File: src/rtl/dmb_defines.svh
// named constants for the data memory bank select block
// assumes inclusion by bare name from rtl files of this block
`ifndef DMB_DEFINES_SVH
`define DMB_DEFINES_SVH

// address layout: 4-bit bank over 8-bit low part
`define DMB_ADDR_W        12
`define DMB_LOW_W         8
`define DMB_BANK_W        4
`define DMB_LOW_MSB       7

// the three banks that may be selected
`define DMB_BANK_RAM      4'h0
`define DMB_BANK_NVM      4'h4
`define DMB_BANK_PERIPH   4'hF

// fixed-bank split point for direct operands
`define DMB_LOW_SPLIT     8'h80

// region limits
`define DMB_RAM_LO        12'h000
`define DMB_RAM_HI        12'h07F
`define DMB_NVM_LO        12'h400
`define DMB_NVM_HI        12'h41F
`define DMB_PERIPH_LO     12'hF80
`define DMB_PERIPH_HI     12'hFFF

// reset values
`define DMB_RST_FLAG      1'h0
`define DMB_RST_PULSE     1'h0
`define DMB_RST_BANK      4'h0
`define DMB_RST_ADDR      12'h000

// flag save stack
`define DMB_STK_AW        4
`define DMB_STK_DEPTH     16
`define DMB_STK_ONE       4'h1
`define DMB_STK_RST_SP    4'h0

`endif

File: src/rtl/dmb_pkg.sv
// types shared by the data memory bank select block
// assumes dmb_defines.svh is on the include path
`include "dmb_defines.svh"

package dmb_pkg;

    // how the low address part was supplied
    typedef enum logic [1:0] {
        DMB_MODE_DIRECT = 2'b00,  // operand, fixed rule when flag clear
        DMB_MODE_HL     = 2'b01,  // register indirect through bank
        DMB_MODE_PAIR   = 2'b10,  // pointer_pair_e / pointer_pair_l
        DMB_MODE_STACK  = 2'b11   // stack area, bank zero
    } dmb_mode_t;

    // bank used for one access
    function automatic logic [`DMB_BANK_W-1:0] dmb_bank_for(
        input dmb_mode_t              mode,
        input logic [`DMB_LOW_W-1:0]  low,
        input logic                   flag,
        input logic [`DMB_BANK_W-1:0] sel
    );
        logic [`DMB_BANK_W-1:0] b;
        b = `DMB_BANK_RAM;
        case (mode)
            DMB_MODE_DIRECT: begin
                if (flag)
                    b = sel;
                else if (low < `DMB_LOW_SPLIT)
                    b = `DMB_BANK_RAM;
                else
                    b = `DMB_BANK_PERIPH;
            end
            DMB_MODE_HL:    b = flag ? sel : `DMB_BANK_RAM;
            DMB_MODE_PAIR:  b = `DMB_BANK_RAM;
            DMB_MODE_STACK: b = `DMB_BANK_RAM;
            default:        b = `DMB_BANK_RAM;
        endcase
        return b;
    endfunction

endpackage

File: src/rtl/dmb_stack_if.sv
// carrier between the bank logic and its flag save stack
// assumes one clock shared by both ends
`timescale 1ns/1ps
`include "dmb_defines.svh"

interface dmb_stack_if;
    logic                   wr_en;
    logic [`DMB_STK_AW-1:0] wr_addr;
    logic                   wr_data;
    logic [`DMB_STK_AW-1:0] rd_addr;
    logic                   rd_data;

    modport ctrl (output wr_en, output wr_addr, output wr_data, output rd_addr, input rd_data);
    modport mem  (input wr_en, input wr_addr, input wr_data, input rd_addr, output rd_data);
endinterface

File: src/rtl/dmb_flag_stack.sv
// small memory holding saved bank enable flags
// assumes single clock; read data registered, write-first on a collision
`timescale 1ns/1ps
`include "dmb_defines.svh"

module dmb_flag_stack
    import dmb_pkg::*;
(
    // clock and reset
    input wire logic mclk,
    input wire logic reset,
    // access port
    dmb_stack_if.mem port
);

    logic mem_q [`DMB_STK_DEPTH];
    logic rd_data_reg;

    // storage write
    always_ff @(posedge mclk) begin
        if (port.wr_en)
            mem_q[port.wr_addr] <= port.wr_data;
    end

    // registered read, new data forwarded so the top is never stale
    always_ff @(posedge mclk or posedge reset) begin
        if (reset)
            rd_data_reg <= `DMB_RST_FLAG;
        else if (port.wr_en && port.wr_addr == port.rd_addr)
            rd_data_reg <= port.wr_data;
        else
            rd_data_reg <= mem_q[port.rd_addr];
    end

    assign port.rd_data = rd_data_reg;

endmodule

File: src/rtl/dmb_bank_select.sv
// data memory bank addressing: bank enable flag, bank select, address build
// assumes the core decodes instructions into one-cycle strobes on mclk
`timescale 1ns/1ps
`include "dmb_defines.svh"

// Behaviour
// static RAM occupies addresses 000H to 07FH in bank zero
// nonvolatile data memory occupies 400H to 41FH in bank four
// peripheral hardware occupies F80H to FFFH in bank fifteen
// address is instruction low 8 bits under active bank high 4 bits
// data space is 12 address bits, up to 4K words of 4 bits
// bank select accepts only banks zero, four and fifteen
// flag clear: active bank follows fixed rule, bank select ignored
// flag set: active bank equals bank select register
// flag saved on subroutine call and restored on return
// interrupt entry saves flag, loads vector value; interrupt return restores
// software saves bank select itself across handlers; hardware keeps none
// flag changes only by bit set/clear; bank select by select instruction
// flag clear: direct 00H-7FH is bank zero, 80H-FFH bank fifteen
// pointer pair accesses always target bank zero
// reset clears bank select to zero and flag to a defined value
// a new bank setting applies to the very next instruction's access
module dmb_bank_select
    import dmb_pkg::*;
(
    // clock and reset
    input  wire logic                   mclk,
    input  wire logic                   reset,
    // flag and select instructions
    input  wire logic                   bit_set_instr,
    input  wire logic                   bit_clear_instr,
    input  wire logic                   sel_instr,
    input  wire logic [`DMB_BANK_W-1:0] sel_value,
    // program flow events
    input  wire logic                   call_strobe,
    input  wire logic                   return_strobe,
    input  wire logic                   int_entry,
    input  wire logic                   int_vector_flag,
    input  wire logic                   interrupt_return_instr,
    // address request
    input  wire logic                   access_valid,
    input  wire dmb_mode_t              access_mode,
    input  wire logic [`DMB_LOW_W-1:0]  access_low,
    // formed address and region selects
    output logic                        addr_valid,
    output logic [`DMB_ADDR_W-1:0]      data_addr,
    output logic [`DMB_BANK_W-1:0]      active_bank,
    output logic                        ram_sel,
    output logic                        nvm_sel,
    output logic                        periph_sel,
    // bank state
    output logic                        bank_enable_flag,
    output logic [`DMB_BANK_W-1:0]      bank_select_reg,
    output logic                        sel_reject
);

    // inclusive range test on a data address
    function automatic logic in_range(
        input logic [`DMB_ADDR_W-1:0] a,
        input logic [`DMB_ADDR_W-1:0] lo,
        input logic [`DMB_ADDR_W-1:0] hi
    );
        return (a >= lo) && (a <= hi);
    endfunction

    // bank numbers that the select instruction may load
    function automatic logic bank_ok(input logic [`DMB_BANK_W-1:0] b);
        return (b == `DMB_BANK_RAM) || (b == `DMB_BANK_NVM) || (b == `DMB_BANK_PERIPH);
    endfunction

    dmb_stack_if stk ();

    logic                   flag_reg;
    logic [`DMB_BANK_W-1:0] sel_reg;
    logic [`DMB_STK_AW-1:0] sp_reg;
    logic [`DMB_STK_AW-1:0] sp_next;
    logic                   push;
    logic                   pop;
    logic [`DMB_BANK_W-1:0] bank_now;
    logic [`DMB_ADDR_W-1:0] addr_now;

    // save stack of flags
    dmb_flag_stack u_stack (
        .mclk  (mclk),
        .reset (reset),
        .port  (stk)
    );

    // push on call or interrupt entry, pop on either return unless a push comes in the same cycle
    assign push = call_strobe | int_entry;                           // see
    assign pop  = (return_strobe | interrupt_return_instr) & ~push;  // see

    always_comb begin
        sp_next = sp_reg;
        if (push)
            sp_next = sp_reg + `DMB_STK_ONE;
        else if (pop)
            sp_next = sp_reg - `DMB_STK_ONE;
    end

    // stack port: write at free slot, read the top that follows this edge
    assign stk.wr_en   = push;
    assign stk.wr_addr = sp_reg;
    assign stk.wr_data = flag_reg;
    assign stk.rd_addr = sp_next - `DMB_STK_ONE;

    // stack pointer
    always_ff @(posedge mclk or posedge reset) begin
        if (reset)
            sp_reg <= `DMB_STK_RST_SP;
        else
            sp_reg <= sp_next;
    end

    // bank enable flag: entry load, then restore, then set/clear
    always_ff @(posedge mclk or posedge reset) begin
        if (reset)
            flag_reg <= `DMB_RST_FLAG;
        else if (int_entry)
            flag_reg <= int_vector_flag;
        else if (pop)
            flag_reg <= stk.rd_data;                       // see
        else if (bit_set_instr)
            flag_reg <= 1'h1;
        else if (bit_clear_instr)
            flag_reg <= 1'h0;
    end

    // bank select register, only the three legal banks load
    always_ff @(posedge mclk or posedge reset) begin
        if (reset)
            sel_reg <= `DMB_RST_BANK;
        else if (sel_instr && bank_ok(sel_value))
            sel_reg <= sel_value;                          // see
    end

    // one-cycle flag for an illegal select value
    always_ff @(posedge mclk or posedge reset) begin
        if (reset)
            sel_reject <= `DMB_RST_PULSE;
        else
            sel_reject <= sel_instr & ~bank_ok(sel_value);
    end

    // bank from the current registers, so a change shows on the next access
    assign bank_now = dmb_bank_for(access_mode, access_low, flag_reg, sel_reg); // see see see see
    assign addr_now = {bank_now, access_low};                                     // see

    // registered address output
    always_ff @(posedge mclk or posedge reset) begin
        if (reset) begin
            addr_valid  <= `DMB_RST_PULSE;
            data_addr   <= `DMB_RST_ADDR;
            active_bank <= `DMB_RST_BANK;
        end else begin
            addr_valid <= access_valid;
            if (access_valid) begin
                data_addr   <= addr_now;
                active_bank <= bank_now;
            end
        end
    end

    // region decode, registered beside the address
    always_ff @(posedge mclk or posedge reset) begin
        if (reset) begin
            ram_sel    <= `DMB_RST_PULSE;
            nvm_sel    <= `DMB_RST_PULSE;
            periph_sel <= `DMB_RST_PULSE;
        end else begin
            ram_sel    <= access_valid & in_range(addr_now, `DMB_RAM_LO, `DMB_RAM_HI);
            nvm_sel    <= access_valid & in_range(addr_now, `DMB_NVM_LO, `DMB_NVM_HI);
            periph_sel <= access_valid & in_range(addr_now, `DMB_PERIPH_LO, `DMB_PERIPH_HI);
        end
    end

    // state outputs
    assign bank_enable_flag = flag_reg;
    assign bank_select_reg  = sel_reg;

    // checks of the addressing behaviour
    a_sel_legal: assert property (@(posedge mclk) disable iff (reset)
        bank_ok(sel_reg))
        else $error("bank select holds an illegal bank");

    a_fixed_low: assert property (@(posedge mclk) disable iff (reset)
        access_valid && access_mode == DMB_MODE_DIRECT && !flag_reg && access_low < `DMB_LOW_SPLIT
        |=> data_addr[`DMB_ADDR_W-1:`DMB_LOW_W] == `DMB_BANK_RAM)
        else $error("low direct operand with flag clear not in bank zero");

    a_fixed_high: assert property (@(posedge mclk) disable iff (reset)
        access_valid && access_mode == DMB_MODE_DIRECT && !flag_reg && access_low >= `DMB_LOW_SPLIT
        |=> data_addr[`DMB_ADDR_W-1:`DMB_LOW_W] == `DMB_BANK_PERIPH)
        else $error("high direct operand with flag clear not in bank fifteen");

    a_flag_bank: assert property (@(posedge mclk) disable iff (reset)
        access_valid && access_mode == DMB_MODE_DIRECT && flag_reg
        |=> active_bank == $past(sel_reg))
        else $error("flag set but bank differs from bank select");

    a_pair_bank: assert property (@(posedge mclk) disable iff (reset)
        access_valid && access_mode == DMB_MODE_PAIR
        |=> addr_valid && data_addr[`DMB_ADDR_W-1:`DMB_LOW_W] == `DMB_BANK_RAM)
        else $error("pointer pair access left bank zero");

    a_low_part: assert property (@(posedge mclk) disable iff (reset)
        access_valid |=> data_addr[`DMB_LOW_MSB:0] == $past(access_low))
        else $error("low address part not passed through");

    a_ram_region: assert property (@(posedge mclk) disable iff (reset)
        addr_valid |-> ram_sel == (data_addr <= `DMB_RAM_HI))
        else $error("ram select disagrees with address");

    a_nvm_region: assert property (@(posedge mclk) disable iff (reset)
        addr_valid |-> nvm_sel == (data_addr >= `DMB_NVM_LO && data_addr <= `DMB_NVM_HI))
        else $error("nonvolatile select disagrees with address");

    a_periph_region: assert property (@(posedge mclk) disable iff (reset)
        addr_valid |-> periph_sel == (data_addr >= `DMB_PERIPH_LO))
        else $error("peripheral select disagrees with address");

    a_call_restore: assert property (@(posedge mclk) disable iff (reset)
        (call_strobe && !int_entry) ##1 bit_set_instr[*1] ##1 (return_strobe && !push)
        |=> flag_reg == $past(flag_reg, 3))
        else $error("flag not restored after subroutine return");

    a_int_load: assert property (@(posedge mclk) disable iff (reset)
        int_entry |=> flag_reg == $past(int_vector_flag))
        else $error("flag not loaded from vector on interrupt entry");

    a_int_restore: assert property (@(posedge mclk) disable iff (reset)
        (int_entry && !flag_reg) ##1 (interrupt_return_instr && !push) |=> !flag_reg)
        else $error("flag not restored after interrupt return");

    a_flag_only_instr: assert property (@(posedge mclk) disable iff (reset)
        !int_entry && !pop && !bit_set_instr && !bit_clear_instr |=> $stable(flag_reg))
        else $error("flag changed without an instruction");

    a_reset_state: assert property (@(posedge mclk) disable iff (reset)
        $fell(reset) |-> sel_reg == `DMB_BANK_RAM && flag_reg == `DMB_RST_FLAG)
        else $error("bank state not cleared by reset");

    a_next_instr: assert property (@(posedge mclk) disable iff (reset)
        sel_instr && bank_ok(sel_value) && !int_entry ##1 bit_set_instr && !sel_instr && !int_entry && !pop
        ##1 access_valid && access_mode == DMB_MODE_HL
        |=> active_bank == $past(sel_value, 3))
        else $error("new bank not used by following access");

    // checks of register updates, stack pointer and address hold
    a_sel_hold: assert property (@(posedge mclk) disable iff (reset)
        !sel_instr |=> $stable(sel_reg))
        else $error("bank select changed without a select instruction");

    a_sel_load: assert property (@(posedge mclk) disable iff (reset)
        sel_instr && bank_ok(sel_value) |=> sel_reg == $past(sel_value))
        else $error("legal bank select value not loaded");

    a_sel_refuse: assert property (@(posedge mclk) disable iff (reset)
        sel_instr && !bank_ok(sel_value) |=> sel_reject && $stable(sel_reg))
        else $error("illegal bank select value not refused");

    a_reject_quiet: assert property (@(posedge mclk) disable iff (reset)
        !sel_instr |=> !sel_reject)
        else $error("refusal pulse without a select instruction");

    a_flag_set: assert property (@(posedge mclk) disable iff (reset)
        bit_set_instr && !int_entry && !pop |=> flag_reg)
        else $error("flag not set by bit set");

    a_flag_clear: assert property (@(posedge mclk) disable iff (reset)
        bit_clear_instr && !bit_set_instr && !int_entry && !pop |=> !flag_reg)
        else $error("flag not cleared by bit clear");

    a_hl_bank: assert property (@(posedge mclk) disable iff (reset)
        access_valid && access_mode == DMB_MODE_HL
        |=> active_bank == ($past(flag_reg) ? $past(sel_reg) : `DMB_BANK_RAM))
        else $error("register indirect access in wrong bank");

    a_stack_bank: assert property (@(posedge mclk) disable iff (reset)
        access_valid && access_mode == DMB_MODE_STACK |=> active_bank == `DMB_BANK_RAM)
        else $error("stack access left bank zero");

    a_bank_field: assert property (@(posedge mclk) disable iff (reset)
        addr_valid |-> data_addr[`DMB_ADDR_W-1:`DMB_LOW_W] == active_bank)
        else $error("address high part differs from active bank");

    a_addr_hold: assert property (@(posedge mclk) disable iff (reset)
        !access_valid |=> !addr_valid && $stable(data_addr) && $stable(active_bank))
        else $error("address changed without a request");

    a_region_idle: assert property (@(posedge mclk) disable iff (reset)
        !addr_valid |-> !ram_sel && !nvm_sel && !periph_sel)
        else $error("region select without an address");

    a_region_one: assert property (@(posedge mclk) disable iff (reset)
        $onehot0({ram_sel, nvm_sel, periph_sel}))
        else $error("more than one region selected");

    a_push_sp: assert property (@(posedge mclk) disable iff (reset)
        push |=> sp_reg == $past(sp_reg) + `DMB_STK_ONE)
        else $error("stack pointer not advanced on save");

    a_pop_sp: assert property (@(posedge mclk) disable iff (reset)
        pop |=> sp_reg == $past(sp_reg) - `DMB_STK_ONE)
        else $error("stack pointer not stepped back on restore");

endmodule

File: config.mk
export PLATFORM = sky130hd
export DESIGN_NAME = dmb_bank_select
export DESIGN_NICKNAME = d
export VERILOG_FILES = /design/src/rtl/dmb_pkg.sv /design/src/rtl/dmb_stack_if.sv /design/src/rtl/dmb_flag_stack.sv /design/src/rtl/dmb_bank_select.sv
export VERILOG_INCLUDE_DIRS = /design/src /design/src/rtl
export SDC_FILE = /design/constraint.sdc
export NUM_CORES = 1
export LEC_CHECK = 0
export BUFFER_PORTS_ARGS = -buffer_cell sky130_fd_sc_hd__buf_2
export CORE_MARGIN = 10
export CORE_UTILIZATION = 57
export DETAILED_ROUTE_END_ITERATION = 8
export PLACE_DENSITY_LB_ADDON = 0.15
export REMOVE_ABC_BUFFERS = 1
export SYNTH_ARGS = -nofsm -noshare
export SYNTH_HDL_FRONTEND = slang
export SYNTH_SLANG_ARGS = --single-unit
File: constraint.sdc
create_clock -name mclk -period 5.7 [get_ports mclk]
set_input_delay 1.14 -clock mclk [delete_from_list [all_inputs] [get_ports mclk]]
set_output_delay 1.14 -clock mclk [all_outputs]
set_load 0.1 [all_outputs]
==> results of run 1 <==
metal layers:
metal,vias to the layer above,track usage
met3,6,0.0502
li1,702,-
met1,698,0.164
met4,0,0.0782
met5,-,0
met2,43,0.252
worst max-delay path by stage:
stage / end / slack (ns) / cells after the start
floorplan: u_stack.port.rd_data / 2.75 / 9
global placement: u_stack.port.rd_data / 2.51 / 10
detailed placement: u_stack.port.rd_data / 2.39 / 10
CTS: u_stack.port.rd_data / 2.71 / 10
global route: u_stack.port.rd_data / 2.55 / 10
finish: u_stack.port.rd_data / 2.66 / 10
power breakdown:
part	switching (W)	internal (W)
Clock	0.000105	0.000113
Combinational	0.000405	0.000252
Sequential	0.0000568	0.000381
Total	0.000567	0.000746
stage by stage:
step	hold WS [ns]	std cells
4_1_cts	0.511	268
3_3_place_gp	0.484	260
5_1_grt	0.523	268
3_5_place_dp	0.492	260
2_1_floorplan	0.517	162
6_report	0.503	268
final cells by class:
class	instances	area [um2]	share of cell area
repair buffers	50	250	0.0993
well taps	48	60.1	0.0238
flip-flops and latches	43	1160	0.459
clock buffers	6	93.8	0.0372
multi-input cells	110	911	0.361
clock inverters	2	12.5	0.00497
inverters	9	36.3	0.0144
cell usage after synthesis, drive strengths merged:
library cell / count
nor2b: 1
xor2: 3
dfrtp: 27
xnor2: 2
o21ai: 7
ha: 6
mux4: 4
nor4b: 1
nand3: 1
and3: 3
o2111ai: 1
edfxtp: 16
o21a: 3
nor3b: 2
xnor3: 1
o2111a: 1
o31ai: 4
mux2: 12
nor4: 2
inv: 9
buf: 6
nor3: 4
and2: 16
a31oi: 1
or3: 1
clkbuf: 3
nand4: 1
nand2: 6
a21boi: 1
o211ai: 1
nand2b: 2
nor2: 9
a21oi: 12
or2: 1
mux2i: 1
cell families (layout without fill, tap and decap cells):
family / count (synthesis) / count (layout) / synth area share
simple gates: 50 / 50 / 0.138
flops: 43 / 43 / 0.533
compound gates: 31 / 31 / 0.0982
buf+inv: 18 / 67 / 0.0462
mux: 17 / 17 / 0.112
fa+ha+maj: 6 / 6 / 0.0346
xor+xnor: 6 / 6 / 0.0375
==> metrics.txt, run 1 <==
cts repair resizes=0; Yosys warning total=0; CP startpoint kind=input port; Via density=about 5.4; area grow syn2layout=16.3%; vias after detailed routing=~1,400; Post-DP Area=approximately 0.0024 mm2; crit-path cells=buf_2, nor2_1, o21ai_0, o21ai_0, a21oi_1, ha_1, mux4_2, mux2_2, nor3_2, o31ai_2; Hold Path End=data_addr[0]; Slew Limit Fails=0; initial core utilization=0.592; Syn Inst Count=between 150 and 200; design area=around 0.0025 mm2; Synth top area share=0.312; DRT antenna net count=0; Synth cell types=45; routed wl met2=2390 um; post-placement worst setup slack=2.39 ns; first-pass GRT wire length=7560 um; met1 WL=1850 um; routed len/inst=between 15 and 20 um; setup TNS=0 ns; final WL=about 4600 um; worst r2r src=sp_reg[1]; total die area=0.00667 mm2; Post-CTS Setup Bufs=0; largest fanout on the critical path=7; Hold Fails Final Rpt=0; max-cap viol count=0; status=complete, no violations; ANT cells=0; Top cell by count, worst path=o21ai_0; Area contributors post-synth=dfrtp_1, edfxtp_1, mux2_2, and2_1, ha_1; initial antenna violation count=0; reg2reg setup slack=~3.1 ns; most frequent cells in the layout=buf_2, dfrtp_1, and2_1, edfxtp_1; largest net degree at the start of global routing=28; vias in the first global route=roughly 1,600; reg2reg path depth=9; Core Box Area=approximately 0.0037 mm2; IO Count=slightly above 50; synthesized flop and latch total=43; reg-to-reg endpoint=u_stack.port.rd_data; Largest Register=u_stack.mem_q; IR drop worst, VDD=between 0.2 and 0.3 mV; CTS Buf Count=5; die height=slightly above 80 um; DRC Markers=0; H-tree depth=2; post-route setup slack=about 2.7 ns; CP Data Required Time=5.87 ns; Clock Skew=between 0.006 and 0.007 ns; CTS Buffer Depth=2; Fmax=around 330 MHz; CP Buf/Inv Count=1; worst-margin pin slew=1.01 ns; CP top delay family=multiplexers; TritonCTS clock tree=yes; CP arrival=3.22 ns; Slew HR=0.325; Fill cells=270; Hold Path Stages=1; sequential-to-total area share from yosys stat=0.533; syn_area_per_cell=~13 um2; # hold bufs at CTS=0; RSZ-0062 raised after global routing=no; highest routed layer=met4; Syn Std Cell Area=between 0.002 and 0.0025 mm2; CTS clk-pin slew, worst paths=~0.08 ns; Iter 0 DRT Violations=between 100 and 150; Util after Layout=0.688; later-pin clock latency in the skew report=around 0.30 ns; worst hold start=data_addr[0]; drt pass-1 iters=4; layout cells sized above 1=0.368; fin crit share=0.534; GRT overflow=0; gr usage total=0.149; post-DP HPWL=3530 um; PortBufs=50; most common cell after layout, fill and taps aside=buf_2; slowest CP cell=ha_1; max reg flops=16; Total Power=0.00131 W; RePlAce Congestion=~0.95; CTS root buf=clkbuf_8; # setup viols final=0; fin nets=between 200 and 300; # clock sinks=43; worst min-delay path category=reg -> reg; Worst setup EP type=flip-flop; Leak=between 1 and 1.5 nW; min Tclk post-route=~3 ns; Die W=about 80 um; Synth area leader=dfrtp_1; Met3 Wirelength=roughly 240 um; Crit Path Category=in -> reg; Row Count=22; Power Density=approximately 520 mW/mm2; Critical path origin=call_strobe; top flop regs=u_stack.mem_q x16, data_addr x12; crit-path max cell delay=roughly 0.4 ns
Note: power is estimated with default switching activity, not from simulation.
==> run 2: changes to the inputs <==
--- a/config.mk
+++ b/config.mk
@@ -8,7 +8,7 @@
 export LEC_CHECK = 0
 export BUFFER_PORTS_ARGS = -buffer_cell sky130_fd_sc_hd__buf_2
 export CORE_MARGIN = 10
-export CORE_UTILIZATION = 57
+export CORE_UTILIZATION = 48
 export DETAILED_ROUTE_END_ITERATION = 8
 export PLACE_DENSITY_LB_ADDON = 0.15
 export REMOVE_ABC_BUFFERS = 1
==> constraint.sdc (replaced) <==
create_clock -name mclk -period 2.5 [get_ports mclk]
set_input_delay 0.5 -clock mclk [delete_from_list [all_inputs] [get_ports mclk]]
set_output_delay 0.5 -clock mclk [all_outputs]
set_load 0.1 [all_outputs]
==> run 2 against run 1 <==
Routed wire length is 4.2% higher. Sequential share of layout area is 0.87 points lower. First-iteration DRC count is 11% higher. Flip-flop and latch count stayed put. Sequential power is 120% higher. Final cell count is 4.9% higher. Largest power group unchanged. Critical path type is now reg -> reg. Clock skew is 0.00074 ns higher. Clock power is 96% higher. Combinational power is 150% higher. Die area is 14% higher. Worst setup slack worse by 2.5 ns.
==> metrics.txt, run 2 (same netlist as run 1, synthesis figures left out) <==
status=complete, no violations; largest net degree at the start of global routing=25; worst r2r src=sp_reg[1]; Via density=5.44; crit-path max cell delay=0.38 ns; Power Density=around 1200 mW/mm2; CP top delay family=adder cells; Critical path origin=sp_reg[1]; post-route setup slack=around 0.15 ns; Util after Layout=0.590; net load switching power=around 0.0013 W; H-tree depth=2; gr usage total=0.131; cts repair resizes=0; Iter 0 DRT Violations=125; Final Non-Filler Cells=281; sequential group share of total power=0.321; total die area=about 0.0076 mm2; Clock Power Share=0.142; Core Box Area=approximately 0.0044 mm2; Cell Int Power=0.00171 W; top flop regs=u_stack.mem_q x16, data_addr x12; Row Count=24; Worst setup EP type=flip-flop; CTS Buf Count=5; initial core utilization=0.498; crit-path cells=inv_1, ha_1, o21ai_0, a21oi_1, ha_1, mux4_2, mux2_2, nor3_2, o31ai_2; slowest CP cell=dfrtp_1; Leak=1.15 nW; Post-CTS Setup Bufs=0; # hold bufs at CTS=0; layout cells sized above 1=0.389; die height=between 80 and 90 um; worst-margin pin slew=0.730 ns; worst min-delay path category=in -> async; vias after detailed routing=between 1,500 and 2,000; area grow syn2layout=18.5%; IR drop worst, VDD=between 0.7 and 0.8 mV; TritonCTS clock tree=yes; DRC Markers=0; vias in the first global route=between 1,500 and 2,000; max-cap viol count=0; later-pin clock latency in the skew report=0.29 ns; RePlAce Congestion=0.865; drt pass-1 iters=4; most common cell after layout, fill and taps aside=buf_2; CTS clk-pin slew, worst paths=around 0.080 ns; Combinational Power Share=0.537; min Tclk post-route=~2.3 ns; GRT overflow=0; # setup viols final=0; dpl cells=273; Top cell by count, worst path=ha_1; largest fanout on the critical path=4; IO Count=just over 50; Die W=approximately 87 um; # clock sinks=43; Largest Register=u_stack.mem_q; CTS root buf=clkbuf_8; initial antenna violation count=0; final WL=4740 um; post-placement worst setup slack=-0.0778 ns; post-DP HPWL=~3700 um; Hold Fails Final Rpt=0; PortBufs=50; max reg flops=16; Switching Fraction=0.433; Clock Skew=between 0.006 and 0.007 ns; first-pass GRT wire length=7830 um; Crit Path Category=reg -> reg; Slew HR=0.506; Fmax=approximately 430 MHz; fin crit share=0.939; CP Buf/Inv Count=1; routed len/inst=around 17 um; CP startpoint kind=flip-flop; RSZ-0062 raised after global routing=no; CTS Buffer Depth=2; most frequent cells in the layout=buf_2, dfrtp_1, and2_1, edfxtp_1; ANT cells=0; DRT antenna net count=0; Slew Limit Fails=0; CP Data Required Time=approximately 2.7 ns; CP arrival=between 2 and 3 ns; fin nets=between 200 and 300
[run 2: layout make-up]
cell class,instances,area (um2)
Inverter,9,36.3
Clock buffer,7,76.3
Sequential cell,43,1160
Clock inverter,1,6.26
Multi-Input combinational cell,110,911
Timing Repair Buffer,59,318
Fill cell,352,1790
Tap cell,52,65.1
[run 2: path summary, 6_finish.rpt]
kind                                        endpoint  slack (ns)  cells after the start
worst max-delay path            u_stack.port.rd_data        0.15                      9
worst max register to register  u_stack.port.rd_data        0.15                      9
max in group asynchronous         bank_select_reg[1]        1.89                      3
worst min register to register          data_addr[2]        0.51                      1
min in group mclk                            nvm_sel        0.37                      2
worst min-delay path                    data_addr[4]        0.07                      2
[run 2: through the flow]
step | TNS [ns] | instance area [um2] | power, W | hold slack, ns
final | 0 | 2570 | 0.00301 | 0.0714
after global routing | 0 | 2570 | 0.00318 | 0.0745
after CTS | 0 | 2570 | 0.00303 | 0.0591
after detailed placement | -0.0778 | 2490 | 0.00259 | 0.385
after global placement | 0 | 2490 | 0.00254 | 0.370
after floorplan | 0 | 2100 | 0.00221 | 0.517
[run 2: power groups by stage]
| stage | logic, W | registers, W | clock network, W |
|---|---|---|---|
| 3_3_place_gp | 0.00156 | 0.000978 | 0 |
| 5_1_grt | 0.00173 | 0.000980 | 0.000469 |
| 4_1_cts | 0.00162 | 0.000966 | 0.000440 |
| 3_5_place_dp | 0.00161 | 0.000979 | 0 |
| 6_report | 0.00162 | 0.000966 | 0.000427 |
| 2_1_floorplan | 0.000874 | 0.00134 | 0 |
[run 2: layer usage]
metal	vias to the layer above	wire, um	GRT usage	share of wire
li1	721	-	-	-
met1	740	1980	0.142	0.42
met2	61	2330	0.215	0.49
met3	8	354	0.0590	0.075
met4	0	82	0.0580	0.017
met5	-	0	0	0
==> run 3: changes to the inputs <==
--- a/config.mk
+++ b/config.mk
@@ -6,12 +6,13 @@
 export SDC_FILE = /design/constraint.sdc
 export NUM_CORES = 1
 export LEC_CHECK = 0
-export BUFFER_PORTS_ARGS = -buffer_cell sky130_fd_sc_hd__buf_2
 export CORE_MARGIN = 10
-export CORE_UTILIZATION = 48
+export CORE_UTILIZATION = 56
 export DETAILED_ROUTE_END_ITERATION = 8
+export DONT_BUFFER_PORTS = 1
 export PLACE_DENSITY_LB_ADDON = 0.15
 export REMOVE_ABC_BUFFERS = 1
+export SKIP_LAST_GASP = 1
 export SYNTH_ARGS = -nofsm -noshare
 export SYNTH_HDL_FRONTEND = slang
 export SYNTH_SLANG_ARGS = --single-unit
==> run 3 against run 2 <==
Design area shrank 7.8%. Utilization grew 5.2 points. Hold slack gained 0.17 ns. Via count shrank 12%. First-iteration DRC count shrank 30%. Flip-flop and latch count is the same. Register-to-register slack is essentially flat. Final cell count shrank 17%. Total power shrank 2.8%. Critical path type unchanged.
==> metrics.txt, run 3 (same netlist as run 1, synthesis figures left out) <==
worst min-delay path category=in -> reg; status=complete, no violations; Hold Path Stages=0; most frequent cells in the layout=dfrtp_1, and2_1, edfxtp_1; first-pass GRT wire length=about 7100 um; setup TNS=0 ns; CTS clk-pin slew, worst paths=0.08 ns; Leak=0.967 nW; Iter 0 DRT Violations=between 80 and 90; initial antenna violation count=0; DRC Markers=0; Crit Path Category=reg -> reg; CTS Buf Count=5; GRT overflow=0; RSZ-0062 raised after global routing=no; largest fanout on the critical path=5; layout cells sized above 1=0.265; ANT cells=0; max-cap viol count=0; min Tclk post-route=2.33 ns; IO Count=51; area grow syn2layout=9.30%; CP arrival=2.52 ns; largest net degree at the start of global routing=25; initial core utilization=0.588; RePlAce Congestion=approximately 0.96; later-pin clock latency in the skew report=roughly 0.30 ns; stages on the worst setup path=9; cts repair resizes=0; vias after detailed routing=1,354; final WL=between 4000 and 5000 um; Post-CTS Setup Bufs=0; CP Data Required Time=2.68 ns; slowest CP cell=ha_1; gr usage total=0.142; Die W=roughly 82 um; drt pass-1 iters=6; Via density=5.81; post-DP HPWL=around 3400 um; fin crit share=0.934; crit-path max cell delay=0.39 ns; fin nets=between 200 and 250; PortBufs=0; Multi-input gate area=just over 900 um2; Hold Fails Final Rpt=0; vias in the first global route=around 1,400; die height=between 80 and 90 um; max reg flops=16; Row Count=22; CTS Buffer Depth=2; Slew HR=0.340; CTS root buf=clkbuf_8; DRT antenna net count=0; Fmax=between 400 and 500 MHz; total die area=just under 0.007 mm2; Fill cells=approximately 300; worst-margin pin slew=0.990 ns; CP top delay family=adder cells; most common cell after layout, fill and taps aside=dfrtp_1; top flop regs=u_stack.mem_q x16, data_addr x12; CP startpoint kind=flip-flop; Largest Register=u_stack.mem_q; routed len/inst=a little under 20 um; # setup viols final=0; H-tree depth=2; Core Box Area=~0.0037 mm2; IR drop worst, VDD=about 0.54 mV; CP Buf/Inv Count=1; Total Power=about 0.0029 W; Seq. cell area=0.00116 mm2; Power Density=1240 mW/mm2; Slew Limit Fails=0; # clock sinks=43; post-placement worst setup slack=slightly above 0.007 ns; Top cell by count, worst path=ha_1; Worst setup EP type=flip-flop; reg2reg path depth=9; crit-path cells=inv_1, ha_1, o21ai_0, a21oi_1, ha_1, mux4_2, mux2_2, nor3_2, o31ai_2; post-route setup slack=~0.17 ns; TritonCTS clock tree=yes; Clock Skew=approximately 0.0074 ns; Util after Layout=0.642
-- run 3: area by class of cell --
class / count / share of cell area
flip-flops and latches: 43 / 0.490
multi-input cells: 110 / 0.385
repair buffers: 15 / 0.0486
clock buffers: 6 / 0.0306
well taps: 48 / 0.0254
inverters: 9 / 0.0153
clock inverters: 2 / 0.00528
-- run 3: power breakdown --
part	switching (W)	leakage, nW	internal, W
clock network	0.000234	0.0412	0.000195
registers	0.000279	0.466	0.000866
logic	0.000767	0.460	0.000586
-- run 3: repair_timing --
action	CTS	global route
setup endpoints to repair	0	0
endpoints found under the hold margin	3	0
hold buffers	1	0
-- run 3: worst reg2reg max path, cell delays in order, from the launching register on --
cell,delay [ns]
dfrtp_1,0.36
inv_1,0.06
ha_1,0.34
o21ai_0,0.19
a21oi_1,0.08
ha_1,0.39
mux4_2,0.31
mux2_2,0.28
nor3_2,0.13
o31ai_2,0.08
-- run 3: metal layers --
metal / up-vias / wire length [um] / part of all wire / track usage
met5: - / 0 / 0 / 0
met4: 0 / 63 / 0.014 / 0.0527
met3: 7 / 418 / 0.093 / 0.0778
met2: 37 / 2320 / 0.52 / 0.247
met1: 678 / 1690 / 0.38 / 0.140
li1: 632 / - / - / -
-- run 3: stage by stage --
| stage | hold WS, ns | area [um2] | std cells |
|---|---|---|---|
| finish | 0.237 | 2370 | 233 |
| global route | 0.213 | 2370 | 233 |
| CTS | 0.227 | 2370 | 233 |
| detailed placement | 0.271 | 2270 | 224 |
| global placement | 0.266 | 2270 | 224 |
| floorplan | 0.517 | 2100 | 162 |
-- run 3: final timing paths --
| path | start | to | slack [ns] |
|---|---|---|---|
| min in group asynchronous | reset | data_addr[0] | 0.52 |
| setup / recovery | sp_reg[0] | u_stack.port.rd_data | 0.17 |
| setup reg to reg | sp_reg[0] | u_stack.port.rd_data | 0.17 |
| hold reg to reg | sp_reg[3] | sp_reg[3] | 0.63 |
| hold / removal | access_valid | addr_valid | 0.24 |
| max in group asynchronous | reset | data_addr[10] | 1.44 |
